$ cat src/drss_pkg.sv
/*
  Constants and types for the drive restart and auto step sequencer.
  Assumes a single 250 MHz clock domain; no register bus.
*/
package drss_pkg;

  // ---------------------------------------------------------------
  // Widths and timing
  // ---------------------------------------------------------------
  localparam int FREQ_W = 16;
  localparam int VOLT_W = 16;
  localparam int CUR_W = 16;
  localparam int TIME_W = 32;
  localparam int CLK_MHZ = 250;
  // Time base of period settings: one tick per millisecond
  localparam int TICK_NS = 1000000;
  localparam int CLK_NS = 4;
  localparam int TICK_CYCLES = TICK_NS / CLK_NS;

  // ---------------------------------------------------------------
  // Restart types and auto modes
  // ---------------------------------------------------------------
  localparam logic [1:0] RST_NONE = 2'h0;
  localparam logic [1:0] RST_PREV = 2'h1;
  localparam logic [1:0] RST_UPPER = 2'h2;
  localparam logic [1:0] RST_SET = 2'h3;

  localparam logic [2:0] AUTO_OFF = 3'h0;
  localparam logic [2:0] AUTO_MAINTAIN = 3'h1;
  localparam logic [2:0] AUTO_STOP_REP = 3'h2;
  localparam logic [2:0] AUTO_STOP_REV = 3'h3;
  localparam logic [2:0] AUTO_MAIN_REP = 3'h4;
  localparam logic [2:0] AUTO_MAIN_REV = 3'h5;
  localparam logic [2:0] AUTO_FROM_TWO = 3'h6;

  // Step-equal output function codes
  localparam logic [6:0] DO_STEP2 = 7'h16;
  localparam logic [6:0] DO_STEP3 = 7'h17;
  localparam logic [6:0] DO_STEP4 = 7'h18;
  localparam int NUM_DO = 3;

  // Speed command selection
  localparam logic [2:0] SEL_STOP = 3'h0;
  localparam logic [2:0] SEL_JOG = 3'h1;
  localparam logic [2:0] SEL_PRE1 = 3'h2;
  localparam logic [2:0] SEL_PRE2 = 3'h3;
  localparam logic [2:0] SEL_PRE3 = 3'h4;
  localparam logic [2:0] SEL_MAIN = 3'h5;

  localparam logic [3:0] STEP_IDLE = 4'h0;

  typedef enum logic [4:0] {
    RS_RUN = 5'b00001,
    RS_BLOCK = 5'b00010,
    RS_WAIT = 5'b00100,
    RS_VRISE = 5'b01000,
    RS_DECEL = 5'b10000
  } drss_rs_type;

endpackage

$ cat src/drss_sequencer.sv
/*
  Run-command sequencer: output block, timed wait, speed-search restart,
  and the six-mode automatic step program with step-equal outputs.
  Assumes pins arrive asynchronously; settings are quasi-static levels
  from the same clock domain.
*/
// Behaviour
// Block input active disables output, motor coasts
// After block input, wait block time, restart
// Voltage alarm with restart option disables output
// Voltage normal again, wait block time, restart
// Type 0: no search, start frequency
// Search from previous, upper limit, or set
// Search begins at chosen frequency, zero volts
// Raise voltage at rate until stall current
// Lower frequency and voltage until current drops
// Then ramp normally to target frequency
// Step periods: jog, three presets, fifth period
// Mode 1: four steps then main speed
// Mode 2: four steps, halt, repeat
// Mode 3: halt, reverse, five steps, repeat
// Mode 4: like 2, main speed step 5
// Mode 5: like 3, main speed steps 5,10
// Mode 6: like 4, loop from step 2
// Step-equal outputs active only during matching step
// Mode 0: sequencer idle, outputs inactive
`timescale 1ns/100ps
`default_nettype none
module drss_sequencer #(
  parameter int TICK_CYC = drss_pkg::TICK_CYCLES
) (
  input wire logic clk,
  input wire logic reset_n,
  input wire logic block_pin,
  input wire logic undervoltage_alarm,
  input wire logic overvoltage_alarm,
  input wire logic run_cmd,
  input wire logic voltage_alarm_restart_enable,
  input wire logic [1:0] restart_type,
  input wire logic [drss_pkg::CUR_W-1:0] output_current,
  input wire logic [drss_pkg::CUR_W-1:0] restart_stall_level,
  input wire logic [drss_pkg::FREQ_W-1:0] restart_decel_rate,
  input wire logic [drss_pkg::VOLT_W-1:0] voltage_recover_rate,
  input wire logic [drss_pkg::VOLT_W-1:0] target_voltage,
  input wire logic [drss_pkg::FREQ_W-1:0] running_frequency,
  input wire logic [drss_pkg::FREQ_W-1:0] starting_frequency,
  input wire logic [drss_pkg::FREQ_W-1:0] upper_limit_frequency,
  input wire logic [drss_pkg::FREQ_W-1:0] set_frequency,
  input wire logic [drss_pkg::TIME_W-1:0] block_wait_time,
  input wire logic [2:0] auto_mode_select,
  input wire logic [drss_pkg::TIME_W-1:0] jog_step_period,
  input wire logic [drss_pkg::TIME_W-1:0] preset_one_step_period,
  input wire logic [drss_pkg::TIME_W-1:0] preset_two_step_period,
  input wire logic [drss_pkg::TIME_W-1:0] preset_three_step_period,
  input wire logic [drss_pkg::TIME_W-1:0] main_or_halt_step_period,
  input wire logic [6:0] digital_output_function_select [drss_pkg::NUM_DO],
  output logic output_enable_ff,
  output logic search_active_ff,
  output logic ramp_release_ff,
  output logic [drss_pkg::FREQ_W-1:0] search_frequency_ff,
  output logic [drss_pkg::VOLT_W-1:0] search_voltage_ff,
  output logic [2:0] speed_select_ff,
  output logic reverse_ff,
  output logic [3:0] auto_step_ff,
  output logic [drss_pkg::NUM_DO-1:0] step_equal_out_ff
);

  // ---------------------------------------------------------------
  // Input synchronisers
  // ---------------------------------------------------------------
  logic [2:0] sync1_ff;
  logic [2:0] sync2_ff;
  logic block_in;
  logic volt_alarm;

  always_ff @(posedge clk or negedge reset_n) begin
    if (!reset_n) begin
      sync1_ff <= 3'h0;
      sync2_ff <= 3'h0;
    end else begin
      sync1_ff <= {overvoltage_alarm, undervoltage_alarm, block_pin};
      sync2_ff <= sync1_ff;
    end
  end

  assign block_in = sync2_ff[0];
  assign volt_alarm = sync2_ff[1] | sync2_ff[2];

  // ---------------------------------------------------------------
  // Restart state machine
  // ---------------------------------------------------------------
  drss_pkg::drss_rs_type rs_ff;
  logic [drss_pkg::TIME_W-1:0] wait_cnt_ff;
  logic block_cause;
  logic [drss_pkg::FREQ_W-1:0] start_freq;

  // Alarm only blocks when the option is on and the drive runs
  assign block_cause = block_in |
    (volt_alarm & voltage_alarm_restart_enable &
     (rs_ff == drss_pkg::RS_RUN) & run_cmd);

  always_comb begin
    unique case (restart_type)
      drss_pkg::RST_PREV: start_freq = running_frequency;
      drss_pkg::RST_UPPER: start_freq = upper_limit_frequency;
      drss_pkg::RST_SET: start_freq = set_frequency;
      default: start_freq = starting_frequency;
    endcase
  end

  function automatic logic [drss_pkg::FREQ_W-1:0] sat_sub(
    input logic [drss_pkg::FREQ_W-1:0] a,
    input logic [drss_pkg::FREQ_W-1:0] b
  );
    sat_sub = (a > b) ? a - b : '0;
  endfunction

  always_ff @(posedge clk or negedge reset_n) begin
    if (!reset_n) begin
      rs_ff <= drss_pkg::RS_RUN;
      wait_cnt_ff <= '0;
      output_enable_ff <= 1'b1;
      search_active_ff <= 1'b0;
      ramp_release_ff <= 1'b0;
      search_frequency_ff <= '0;
      search_voltage_ff <= '0;
    end else begin
      ramp_release_ff <= 1'b0;
      unique case (rs_ff)
        drss_pkg::RS_RUN: begin
          if (block_cause) begin
            rs_ff <= drss_pkg::RS_BLOCK;
            output_enable_ff <= 1'b0;
          end
        end
        drss_pkg::RS_BLOCK: begin
          // Hold off while the block input or supply alarm persists
          if (!block_in && !volt_alarm) begin
            rs_ff <= drss_pkg::RS_WAIT;
            wait_cnt_ff <= block_wait_time;
          end
        end
        drss_pkg::RS_WAIT: begin
          if (block_in || volt_alarm) begin
            rs_ff <= drss_pkg::RS_BLOCK;
          end else if (wait_cnt_ff != '0) begin
            wait_cnt_ff <= wait_cnt_ff - 1'b1;
          end else if (restart_type == drss_pkg::RST_NONE) begin
            rs_ff <= drss_pkg::RS_RUN;
            output_enable_ff <= 1'b1;
            search_frequency_ff <= start_freq;
            ramp_release_ff <= 1'b1;
          end else begin
            rs_ff <= drss_pkg::RS_VRISE;
            output_enable_ff <= 1'b1;
            search_active_ff <= 1'b1;
            search_frequency_ff <= start_freq;
            search_voltage_ff <= '0;
          end
        end
        drss_pkg::RS_VRISE: begin
          if (block_in) begin
            rs_ff <= drss_pkg::RS_BLOCK;
            output_enable_ff <= 1'b0;
            search_active_ff <= 1'b0;
          end else if (output_current >= restart_stall_level) begin
            rs_ff <= drss_pkg::RS_DECEL;
          end else if (search_voltage_ff < target_voltage) begin
            search_voltage_ff <= search_voltage_ff + voltage_recover_rate;
          end
        end
        drss_pkg::RS_DECEL: begin
          if (block_in) begin
            rs_ff <= drss_pkg::RS_BLOCK;
            output_enable_ff <= 1'b0;
            search_active_ff <= 1'b0;
          end else if (output_current < restart_stall_level) begin
            rs_ff <= drss_pkg::RS_RUN;
            search_active_ff <= 1'b0;
            ramp_release_ff <= 1'b1;
          end else begin
            search_frequency_ff <=
              sat_sub(search_frequency_ff, restart_decel_rate);
            search_voltage_ff <=
              sat_sub(search_voltage_ff, restart_decel_rate);
          end
        end
        default: rs_ff <= drss_pkg::RS_RUN;
      endcase
    end
  end

  // ---------------------------------------------------------------
  // Auto step timebase
  // ---------------------------------------------------------------
  logic [31:0] tick_cnt_ff;
  logic tick;

  assign tick = (tick_cnt_ff == 32'(TICK_CYC - 1));

  always_ff @(posedge clk or negedge reset_n) begin
    if (!reset_n) begin
      tick_cnt_ff <= '0;
    end else if (tick || auto_step_ff == drss_pkg::STEP_IDLE) begin
      tick_cnt_ff <= '0;
    end else begin
      tick_cnt_ff <= tick_cnt_ff + 32'h1;
    end
  end

  // ---------------------------------------------------------------
  // Auto step program
  // ---------------------------------------------------------------
  logic [drss_pkg::TIME_W-1:0] step_cnt_ff;
  logic auto_on;
  logic [3:0] nxt_step, nxt_auto_step;

  assign auto_on = (auto_mode_select != drss_pkg::AUTO_OFF) &&
    (auto_mode_select <= drss_pkg::AUTO_FROM_TWO) && run_cmd;

  function automatic logic [drss_pkg::TIME_W-1:0] step_period(
    input logic [3:0] s
  );
    logic [3:0] base;
    base = (s > 4'h5) ? s - 4'h5 : s;
    unique case (base)
      4'h1: step_period = jog_step_period;
      4'h2: step_period = preset_one_step_period;
      4'h3: step_period = preset_two_step_period;
      4'h4: step_period = preset_three_step_period;
      default: step_period = main_or_halt_step_period;
    endcase
  endfunction

  function automatic logic [2:0] step_speed(
    input logic [3:0] s,
    input logic [2:0] mode
  );
    logic [3:0] base;
    logic halt;
    base = (s > 4'h5) ? s - 4'h5 : s;
    halt = (mode == drss_pkg::AUTO_STOP_REP) ||
      (mode == drss_pkg::AUTO_STOP_REV);
    unique case (base)
      4'h1: step_speed = drss_pkg::SEL_JOG;
      4'h2: step_speed = drss_pkg::SEL_PRE1;
      4'h3: step_speed = drss_pkg::SEL_PRE2;
      4'h4: step_speed = drss_pkg::SEL_PRE3;
      default: step_speed = halt ? drss_pkg::SEL_STOP : drss_pkg::SEL_MAIN;
    endcase
  endfunction

  // Successor step after the current one expires
  always_comb begin
    nxt_step = auto_step_ff + 4'h1;
    if (auto_step_ff == 4'h5) begin
      unique case (auto_mode_select)
        drss_pkg::AUTO_MAINTAIN: nxt_step = 4'h5;
        drss_pkg::AUTO_STOP_REP: nxt_step = 4'h1;
        drss_pkg::AUTO_MAIN_REP: nxt_step = 4'h1;
        drss_pkg::AUTO_FROM_TWO: nxt_step = 4'h2;
        default: nxt_step = 4'h6;
      endcase
    end else if (auto_step_ff == 4'hA) begin
      nxt_step = 4'h1;
    end
  end

  // Step taken at the coming edge; step outputs follow it
  assign nxt_auto_step = !auto_on ? drss_pkg::STEP_IDLE :
    (auto_step_ff == drss_pkg::STEP_IDLE) ? 4'h1 :
    (tick && step_cnt_ff <= 32'h1) ? nxt_step : auto_step_ff;

  always_ff @(posedge clk or negedge reset_n) begin
    if (!reset_n) begin
      auto_step_ff <= drss_pkg::STEP_IDLE;
      step_cnt_ff <= '0;
      speed_select_ff <= drss_pkg::SEL_MAIN;
      reverse_ff <= 1'b0;
    end else if (!auto_on) begin
      auto_step_ff <= drss_pkg::STEP_IDLE;
      step_cnt_ff <= '0;
      speed_select_ff <= drss_pkg::SEL_MAIN;
      reverse_ff <= 1'b0;
    end else if (auto_step_ff == drss_pkg::STEP_IDLE) begin
      auto_step_ff <= 4'h1;
      step_cnt_ff <= step_period(4'h1);
      speed_select_ff <= drss_pkg::SEL_JOG;
      reverse_ff <= 1'b0;
    end else if (auto_step_ff == 4'h5 &&
                 auto_mode_select == drss_pkg::AUTO_MAINTAIN) begin
      speed_select_ff <= drss_pkg::SEL_MAIN;
    end else if (tick) begin
      if (step_cnt_ff > 32'h1) begin
        step_cnt_ff <= step_cnt_ff - 32'h1;
      end else begin
        auto_step_ff <= nxt_step;
        step_cnt_ff <= step_period(nxt_step);
        speed_select_ff <= step_speed(nxt_step, auto_mode_select);
        reverse_ff <= (nxt_step > 4'h5);
      end
    end
  end

  // ---------------------------------------------------------------
  // Step-equal digital outputs
  // ---------------------------------------------------------------
  always_ff @(posedge clk or negedge reset_n) begin
    if (!reset_n) begin
      step_equal_out_ff <= '0;
    end else begin
      for (int i = 0; i < drss_pkg::NUM_DO; i++) begin
        unique case (digital_output_function_select[i])
          drss_pkg::DO_STEP2: step_equal_out_ff[i] <= (nxt_auto_step == 4'h2);
          drss_pkg::DO_STEP3: step_equal_out_ff[i] <= (nxt_auto_step == 4'h3);
          drss_pkg::DO_STEP4: step_equal_out_ff[i] <= (nxt_auto_step == 4'h4);
          default: step_equal_out_ff[i] <= 1'b0;
        endcase
      end
    end
  end

  // ---------------------------------------------------------------
  // Checks
  // ---------------------------------------------------------------
  a_block_coasts: assert property (@(posedge clk) disable iff (!reset_n)
    block_in |=> ##1 !output_enable_ff)
    else $error("output not blocked while block input active");

  a_wait_holds: assert property (@(posedge clk) disable iff (!reset_n)
    (rs_ff == drss_pkg::RS_WAIT && wait_cnt_ff != '0) |=> !output_enable_ff)
    else $error("output enabled during block wait");

  a_alarm_blocks: assert property (@(posedge clk) disable iff (!reset_n)
    (rs_ff == drss_pkg::RS_RUN && volt_alarm && run_cmd &&
     voltage_alarm_restart_enable) |=> !output_enable_ff)
    else $error("voltage alarm did not block output");

  a_search_zero_v: assert property (@(posedge clk) disable iff (!reset_n)
    ($rose(search_active_ff) |-> search_voltage_ff == '0))
    else $error("search did not start at zero voltage");

  a_vrise_freq: assert property (@(posedge clk) disable iff (!reset_n)
    (rs_ff == drss_pkg::RS_VRISE ##1 rs_ff == drss_pkg::RS_VRISE) |->
    $stable(search_frequency_ff))
    else $error("frequency moved during voltage rise");

  a_decel_exit: assert property (@(posedge clk) disable iff (!reset_n)
    (rs_ff == drss_pkg::RS_DECEL && !block_in &&
     output_current < restart_stall_level) |=> ramp_release_ff)
    else $error("no ramp release at speed match");

  a_idle_mode: assert property (@(posedge clk) disable iff (!reset_n)
    (auto_mode_select == drss_pkg::AUTO_OFF) [*2] |->
    step_equal_out_ff == '0 && auto_step_ff == drss_pkg::STEP_IDLE)
    else $error("sequencer active in mode 0");

  a_mode6_loop: assert property (@(posedge clk) disable iff (!reset_n)
    (auto_step_ff == 4'h5 && auto_mode_select == drss_pkg::AUTO_FROM_TWO &&
     $stable(auto_mode_select) && run_cmd ##1 auto_step_ff != 4'h5 &&
     $stable(auto_mode_select) && run_cmd) |-> auto_step_ff == 4'h2)
    else $error("mode 6 did not loop to step 2");

  a_reverse_half: assert property (@(posedge clk) disable iff (!reset_n)
    (auto_step_ff > 4'h5) |-> reverse_ff)
    else $error("second half not reversed");

endmodule
`default_nettype wire

$ cat config.mk
export PLATFORM = sky130hd
export DESIGN_NAME = drss_sequencer
export DESIGN_NICKNAME = d
export VERILOG_FILES = /design/src/drss_pkg.sv /design/src/drss_sequencer.sv
export SDC_FILE = /design/constraint.sdc
export NUM_CORES = 1
export LEC_CHECK = 0
export ABC_CLOCK_PERIOD_IN_PS = 3700
export BUFFER_PORTS_ARGS = -buffer_cell sky130_fd_sc_hd__buf_2
export CAP_MARGIN = 20
export CORE_AREA = 2 2 162 164
export CTS_BUF_LIST = sky130_fd_sc_hd__clkbuf_8
export DETAILED_ROUTE_END_ITERATION = 8
export DIE_AREA = 0 0 164 166
export GPL_ROUTABILITY_DRIVEN = 0
export PLACE_DENSITY = 0.87
export SETUP_SLACK_MARGIN = 0.1
export SLEW_MARGIN = 20
export SYNTH_ARGS = -nofsm -noshare
export SYNTH_HDL_FRONTEND = slang
export SYNTH_SLANG_ARGS = --single-unit
$ cat constraint.sdc
create_clock -name clk -period 3.7 [get_ports clk]
set_clock_uncertainty 0.1 [all_clocks]
set_input_delay 0.74 -clock clk [delete_from_list [all_inputs] [get_ports clk]]
set_output_delay 0.74 -clock clk [all_outputs]
set_load 0.01 [all_outputs]
After elaboration in Yosys (flattened, before gate mapping) --
Index checks and enable logic that the tools add are counted. W data, S select, Z words.
Word-level totals: bits in registers 153, bits of input ports 369, output and inout port bits 46, word-level logic and storage cells 201
Operators by class: add/sub/neg operators 8, $lt $le $gt $ge 9, eq/ne operators 53, mux-type cells 82, bitwise gates (word level) 5, reduce and logical (&&, ||, !) cells 29
Operator list (number):
- $mux W32 | 9
- $mux W16 | 14
- $pmux W32 S4 | 1
- $pmux W16 S3 | 2
- $pmux W32 S2 | 1
- $sub A32 B1 Y32 const B | 2
- $eq A7 B5 Y1 const B | 9
- $mux W4 | 12
- $mux W5 | 8
- $add A32 B1 Y32 const B | 1
- $eq A32 B18 Y1 const B | 1
- $gt A16 B16 Y1 | 2
- $gt A32 B1 Y1 const B | 1
- $le A32 B1 Y1 const B | 1
- $lt A16 B16 Y1 | 2
- $pmux W16 S2 | 1
- $reduce_bool A32 Y1 | 1
- $sub A16 B16 Y16 | 2
- $pmux W5 S5 | 1
- $ne A2 B2 Y1 const B | 12
- $mux W1 | 19
- $mux W3 | 6
- $add A16 B16 Y16 | 1
- $eq A4 B2 Y1 const B | 4
- other kinds (43) | 73

Depth between registers and ports, before layout --
word-level depth 13, mapped depth 14, gate-level depth less buffers 12

Worst setup path after synthesis --
OpenSTA, ideal clock, no wires.
path type register -> register, start point reg wait_cnt_ff[0] (netlist bit), end point reg search_voltage_ff[13] (netlist bit), library setup time 0.119 ns, data arrival time 3.147 ns, required time 3.481 ns, slack 0.334 ns, stages on the path, launching flop included 13, buffers on the path 2, clock period less this slack 3.366 ns, cells stage by stage dfrtp_1 > inv_1 > ha_1 > or4b_4 > or4_1 > clkbuf_1 > or3_1 > nor4_4 > o21ai_2 > a22oi_4 > buf_4 > o221ai_1 > o21a_1
Between the ends: word-level cells in the longest chain between the ends 3
RTL lines:
- from (decl) | RTL line drss_sequencer.sv:93 | logic [drss_pkg::TIME_W-1:0] wait_cnt_ff;
- from (signal assigned) | RTL line drss_sequencer.sv:140 | wait_cnt_ff <= block_wait_time;
- from (signal assigned) | RTL line drss_sequencer.sv:147 | wait_cnt_ff <= wait_cnt_ff - 1'b1;
- $reduce_bool A32 Y1 | RTL line drss_sequencer.sv:146 | end else if (wait_cnt_ff != '0) begin
- $ne A2 B2 Y1 (no line)
- $reduce_and A9 Y1 (no line)
- to (signal assigned) | RTL line drss_sequencer.sv:169 | search_voltage_ff <= search_voltage_ff + voltage_recover_rate;
- to (signal assigned) | RTL line drss_sequencer.sv:184 | search_voltage_ff <=
- to (decl) | RTL line drss_sequencer.sv:61 | output logic [drss_pkg::VOLT_W-1:0] search_voltage_ff,
Every way passes these cells. A chain may end at the register's enable or synchronous reset.

Worst setup path after layout --
start point reg wait_cnt_ff[0] (netlist bit), end point reg search_voltage_ff[1] (netlist bit)
The elaborated chain is that of the path after synthesis.

==> out/metrics.cfg <==
[outcome]
run_status = complete, no violations

[finish]
syn2layout_area_growth_pct = 24.2
fin_util = 0.621
fin_nets = 2411
drive_gt1_frac = 0.281

[critical_path]
worstPathRequired_ns = 3.96
path_max_fanout = 8
crit_path_end_kind = flop
worstRegToRegCells = 10
worstSetupPathType = flop to flop
arrival_ns = 3.78
startpoint_type = flop

[floorplan]
dieHeight_um = 166
die_area_mm2 = 0.0272
io_pins = 415
die_width_um = 164
num_rows = 59
start_util = 0.500
core_mm2 = 0.0256

[synthesis]
synth_edf_count = 0
yosys.cell_count.top_type = nand2_1
synthTopCellsByCount = nand2_1 (154), dfrtp_1 (149), nor2_1 (137)
yosys-top-cells-area = dfrtp_1 (29%), ha_1 (8.0%), a21oi_1 (5.0%)
syn_nets = 2014
synth.distinct_cells = 81
ys.flop_type = dfrtp_1
synth_seq_cells = 153
synthCells = 1560
synth_top_area_share = 0.291
avgSynthCellArea_um2 = 8.21
ys_seq_area_frac = 0.299
ys_warn_count = 0
yosysTopAreaCell = dfrtp_1
syn-cell-area_mm2 = 0.0128
synthArstFlopShare = 1.00

[timing]
min_period_over_period = 0.950
setup_slack_ns = 0.184
fmax_mhz = 284
whs_ns = 0.0812
rsz0062_at_grt = yes
fin_crit_ns = 3.52
worst_pin_slew_ns = 1.06
setup_tns_ns = 0
setup_viol = 0
slew-limit-headroom = 0.292
finalHoldViolCount = 0
slew_violations = 0

[clock_tree]
cts_tree = yes
insertion_delay_ns = 0.47
clock_path_buffers = 2
root_buffer = clkbuf_8
cts.sinks = 153
clkTransAtPathRegs_ns = 0.09
cts_buffers = 17
cts_max_level = 4

[routing]
drtIter0Drc = 1457
post_drt_wl_per_cell_um = 19.3
drcViolationCount = 0
antenna_left = 0
drt-total-wl_um = 44700
viasPerCell = 6.20
first_pass_iters = 9
via_count = 14323

[power_and_ir_drop]
p_leak_nw = 7.51
ir_drop_mv = 0.223
p_per_area_mw_per_mm2 = 343

[min_path]
holdCritPathClass = input port to async pin

[global_route]
grt_util_all_layers = 0.318
grt_antenna_before_repair = 9
grt_pass1_wl_um = 69100
grt_pass1_vias = 13620
grt_start_max_net_pins = 77
grt_overflow = 0

[placed_design]
portBuffers = 414
dp_hpwl_um = 34800
dp_slack_ns = 0.166

[run]
maxCapViolations = 0

[path summary, 6_finish.rpt]
| kind | from | endpoint | slack (ns) |
|---|---|---|---|
| worst max register to register | wait_cnt_ff[0] | search_voltage_ff[1] | 0.18 |
| max in group asynchronous | reset_n | rs_ff[0] | 2.54 |
| worst min-delay path | reset_n | step_equal_out_ff[0] | 0.08 |
| worst max-delay path | wait_cnt_ff[0] | search_voltage_ff[1] | 0.18 |
| worst min register to register | sync1_ff[2] | sync2_ff[2] | 0.26 |
| min in group clk | sync1_ff[2] | sync2_ff[2] | 0.26 |
[worst max-delay path, cell delays in order (launching register included)]
cell and delay (ns):
dfrtp_1 0.41, inv_2 0.10, ha_4 0.14, or4b_4 0.48, or4_4 0.52, or3_4 0.37, nor4_4 0.36, o21ai_2 0.14
a22oi_4 0.31, buf_12 0.16, mux2_2 0.33
[state kept, by name, summed over array words and instances, names as in the netlist]
register and cells:
step_equal_out_ff 3, rs_ff 5, tick_cnt_ff 32, output_enable_ff 1, sync2_ff 3, speed_select_ff 3
step_cnt_ff 32, wait_cnt_ff 32, sync1_ff 3, ramp_release_ff 1, auto_step_ff 4, reverse_ff 1
search_voltage_ff 16, search_frequency_ff 16, search_active_ff 1
[stage by stage]
stage          cells  total power (W)  cell area [um2]
2_1_floorplan   1560          0.00339            12800
3_3_place_gp    2266          0.00396            15400
3_5_place_dp    2266          0.00406            15400
4_1_cts         2298          0.00540            15800
5_1_grt         2311          0.00579            15900
6_report        2311          0.00546            15900
[layer usage]
layer	GRT usage	up-vias	share of wire
li1	-	6653	-
met1	0.397	6688	0.39
met2	0.526	824	0.48
met3	0.0500	154	0.078
met4	0.174	4	0.058
met5	0	-	0.00056
[layout by cell type (no fill, tap or decap), types with 6 or more instances in the layout]
| cell type | n |
|---|---|
| a211oi_1 | 21 |
| a21o_1 | 26 |
| a21oi_1 | 125 |
| a221oi_1 | 13 |
| a222oi_1 | 31 |
| a22oi_1 | 33 |
| a31oi_1 | 31 |
| and3_1 | 11 |
| buf_2 | 413 |
| buf_4 | 39 |
| clkbuf_8 | 18 |
| dfrtp_1 | 149 |
| diode_2 | 6 |
| ha_1 | 81 |
| inv_1 | 81 |
| mux4_2 | 16 |
| nand2_1 | 154 |
| nand2b_1 | 10 |
| nand3_1 | 49 |
| nand3b_1 | 6 |
| nand4_1 | 22 |
| nor2_1 | 137 |
| nor2b_1 | 12 |
| nor3_1 | 56 |
| nor4_1 | 22 |
| o21a_1 | 18 |
| o21ai_0 | 106 |
| o21bai_1 | 7 |
| o221ai_1 | 10 |
| o22ai_1 | 8 |
| or3_1 | 18 |
| or4_1 | 7 |
| xnor2_1 | 42 |
| xor2_1 | 47 |
[layout make-up]
cell class | instances | area, um2
multi-input cells | 1244 | 8420
fillers | 2170 | 9710
clock inverters | 14 | 156
diodes | 6 | 15.0
well taps | 335 | 419
flip-flops and latches | 153 | 3830
repair buffers | 460 | 2510
clock buffers | 18 | 248
inverters | 81 | 304
[cell families (layout without fill, tap and decap cells)]
family | after synthesis | after routing | share of synthesized area
AO/OA/AOI/OAI | 500 | 500 | 0.260
XOR/XNOR | 89 | 89 | 0.0609
adder cells (fa/ha/maj) | 85 | 85 | 0.0848
buffers and inverters | 163 | 573 | 0.0494
flip-flops | 153 | 153 | 0.299
multiplexers | 20 | 20 | 0.0315
other | 0 | 6 | 0
AND/OR/NAND/NOR | 550 | 550 | 0.214
[power breakdown]
| group | internal [W] | switching [W] |
|---|---|---|
| combinational | 0.000850 | 0.00102 |
| sequential | 0.00193 | 0.000308 |
| clock | 0.000678 | 0.000670 |
[what timing repair did]
action	in CTS	in global routing
hold buffers	0	0
buffers inserted	0	5
setup endpoints to repair	0	8
gates resized for setup	0	8
endpoints found under the hold margin	0	0
Power figures use the tool's default switching activity.
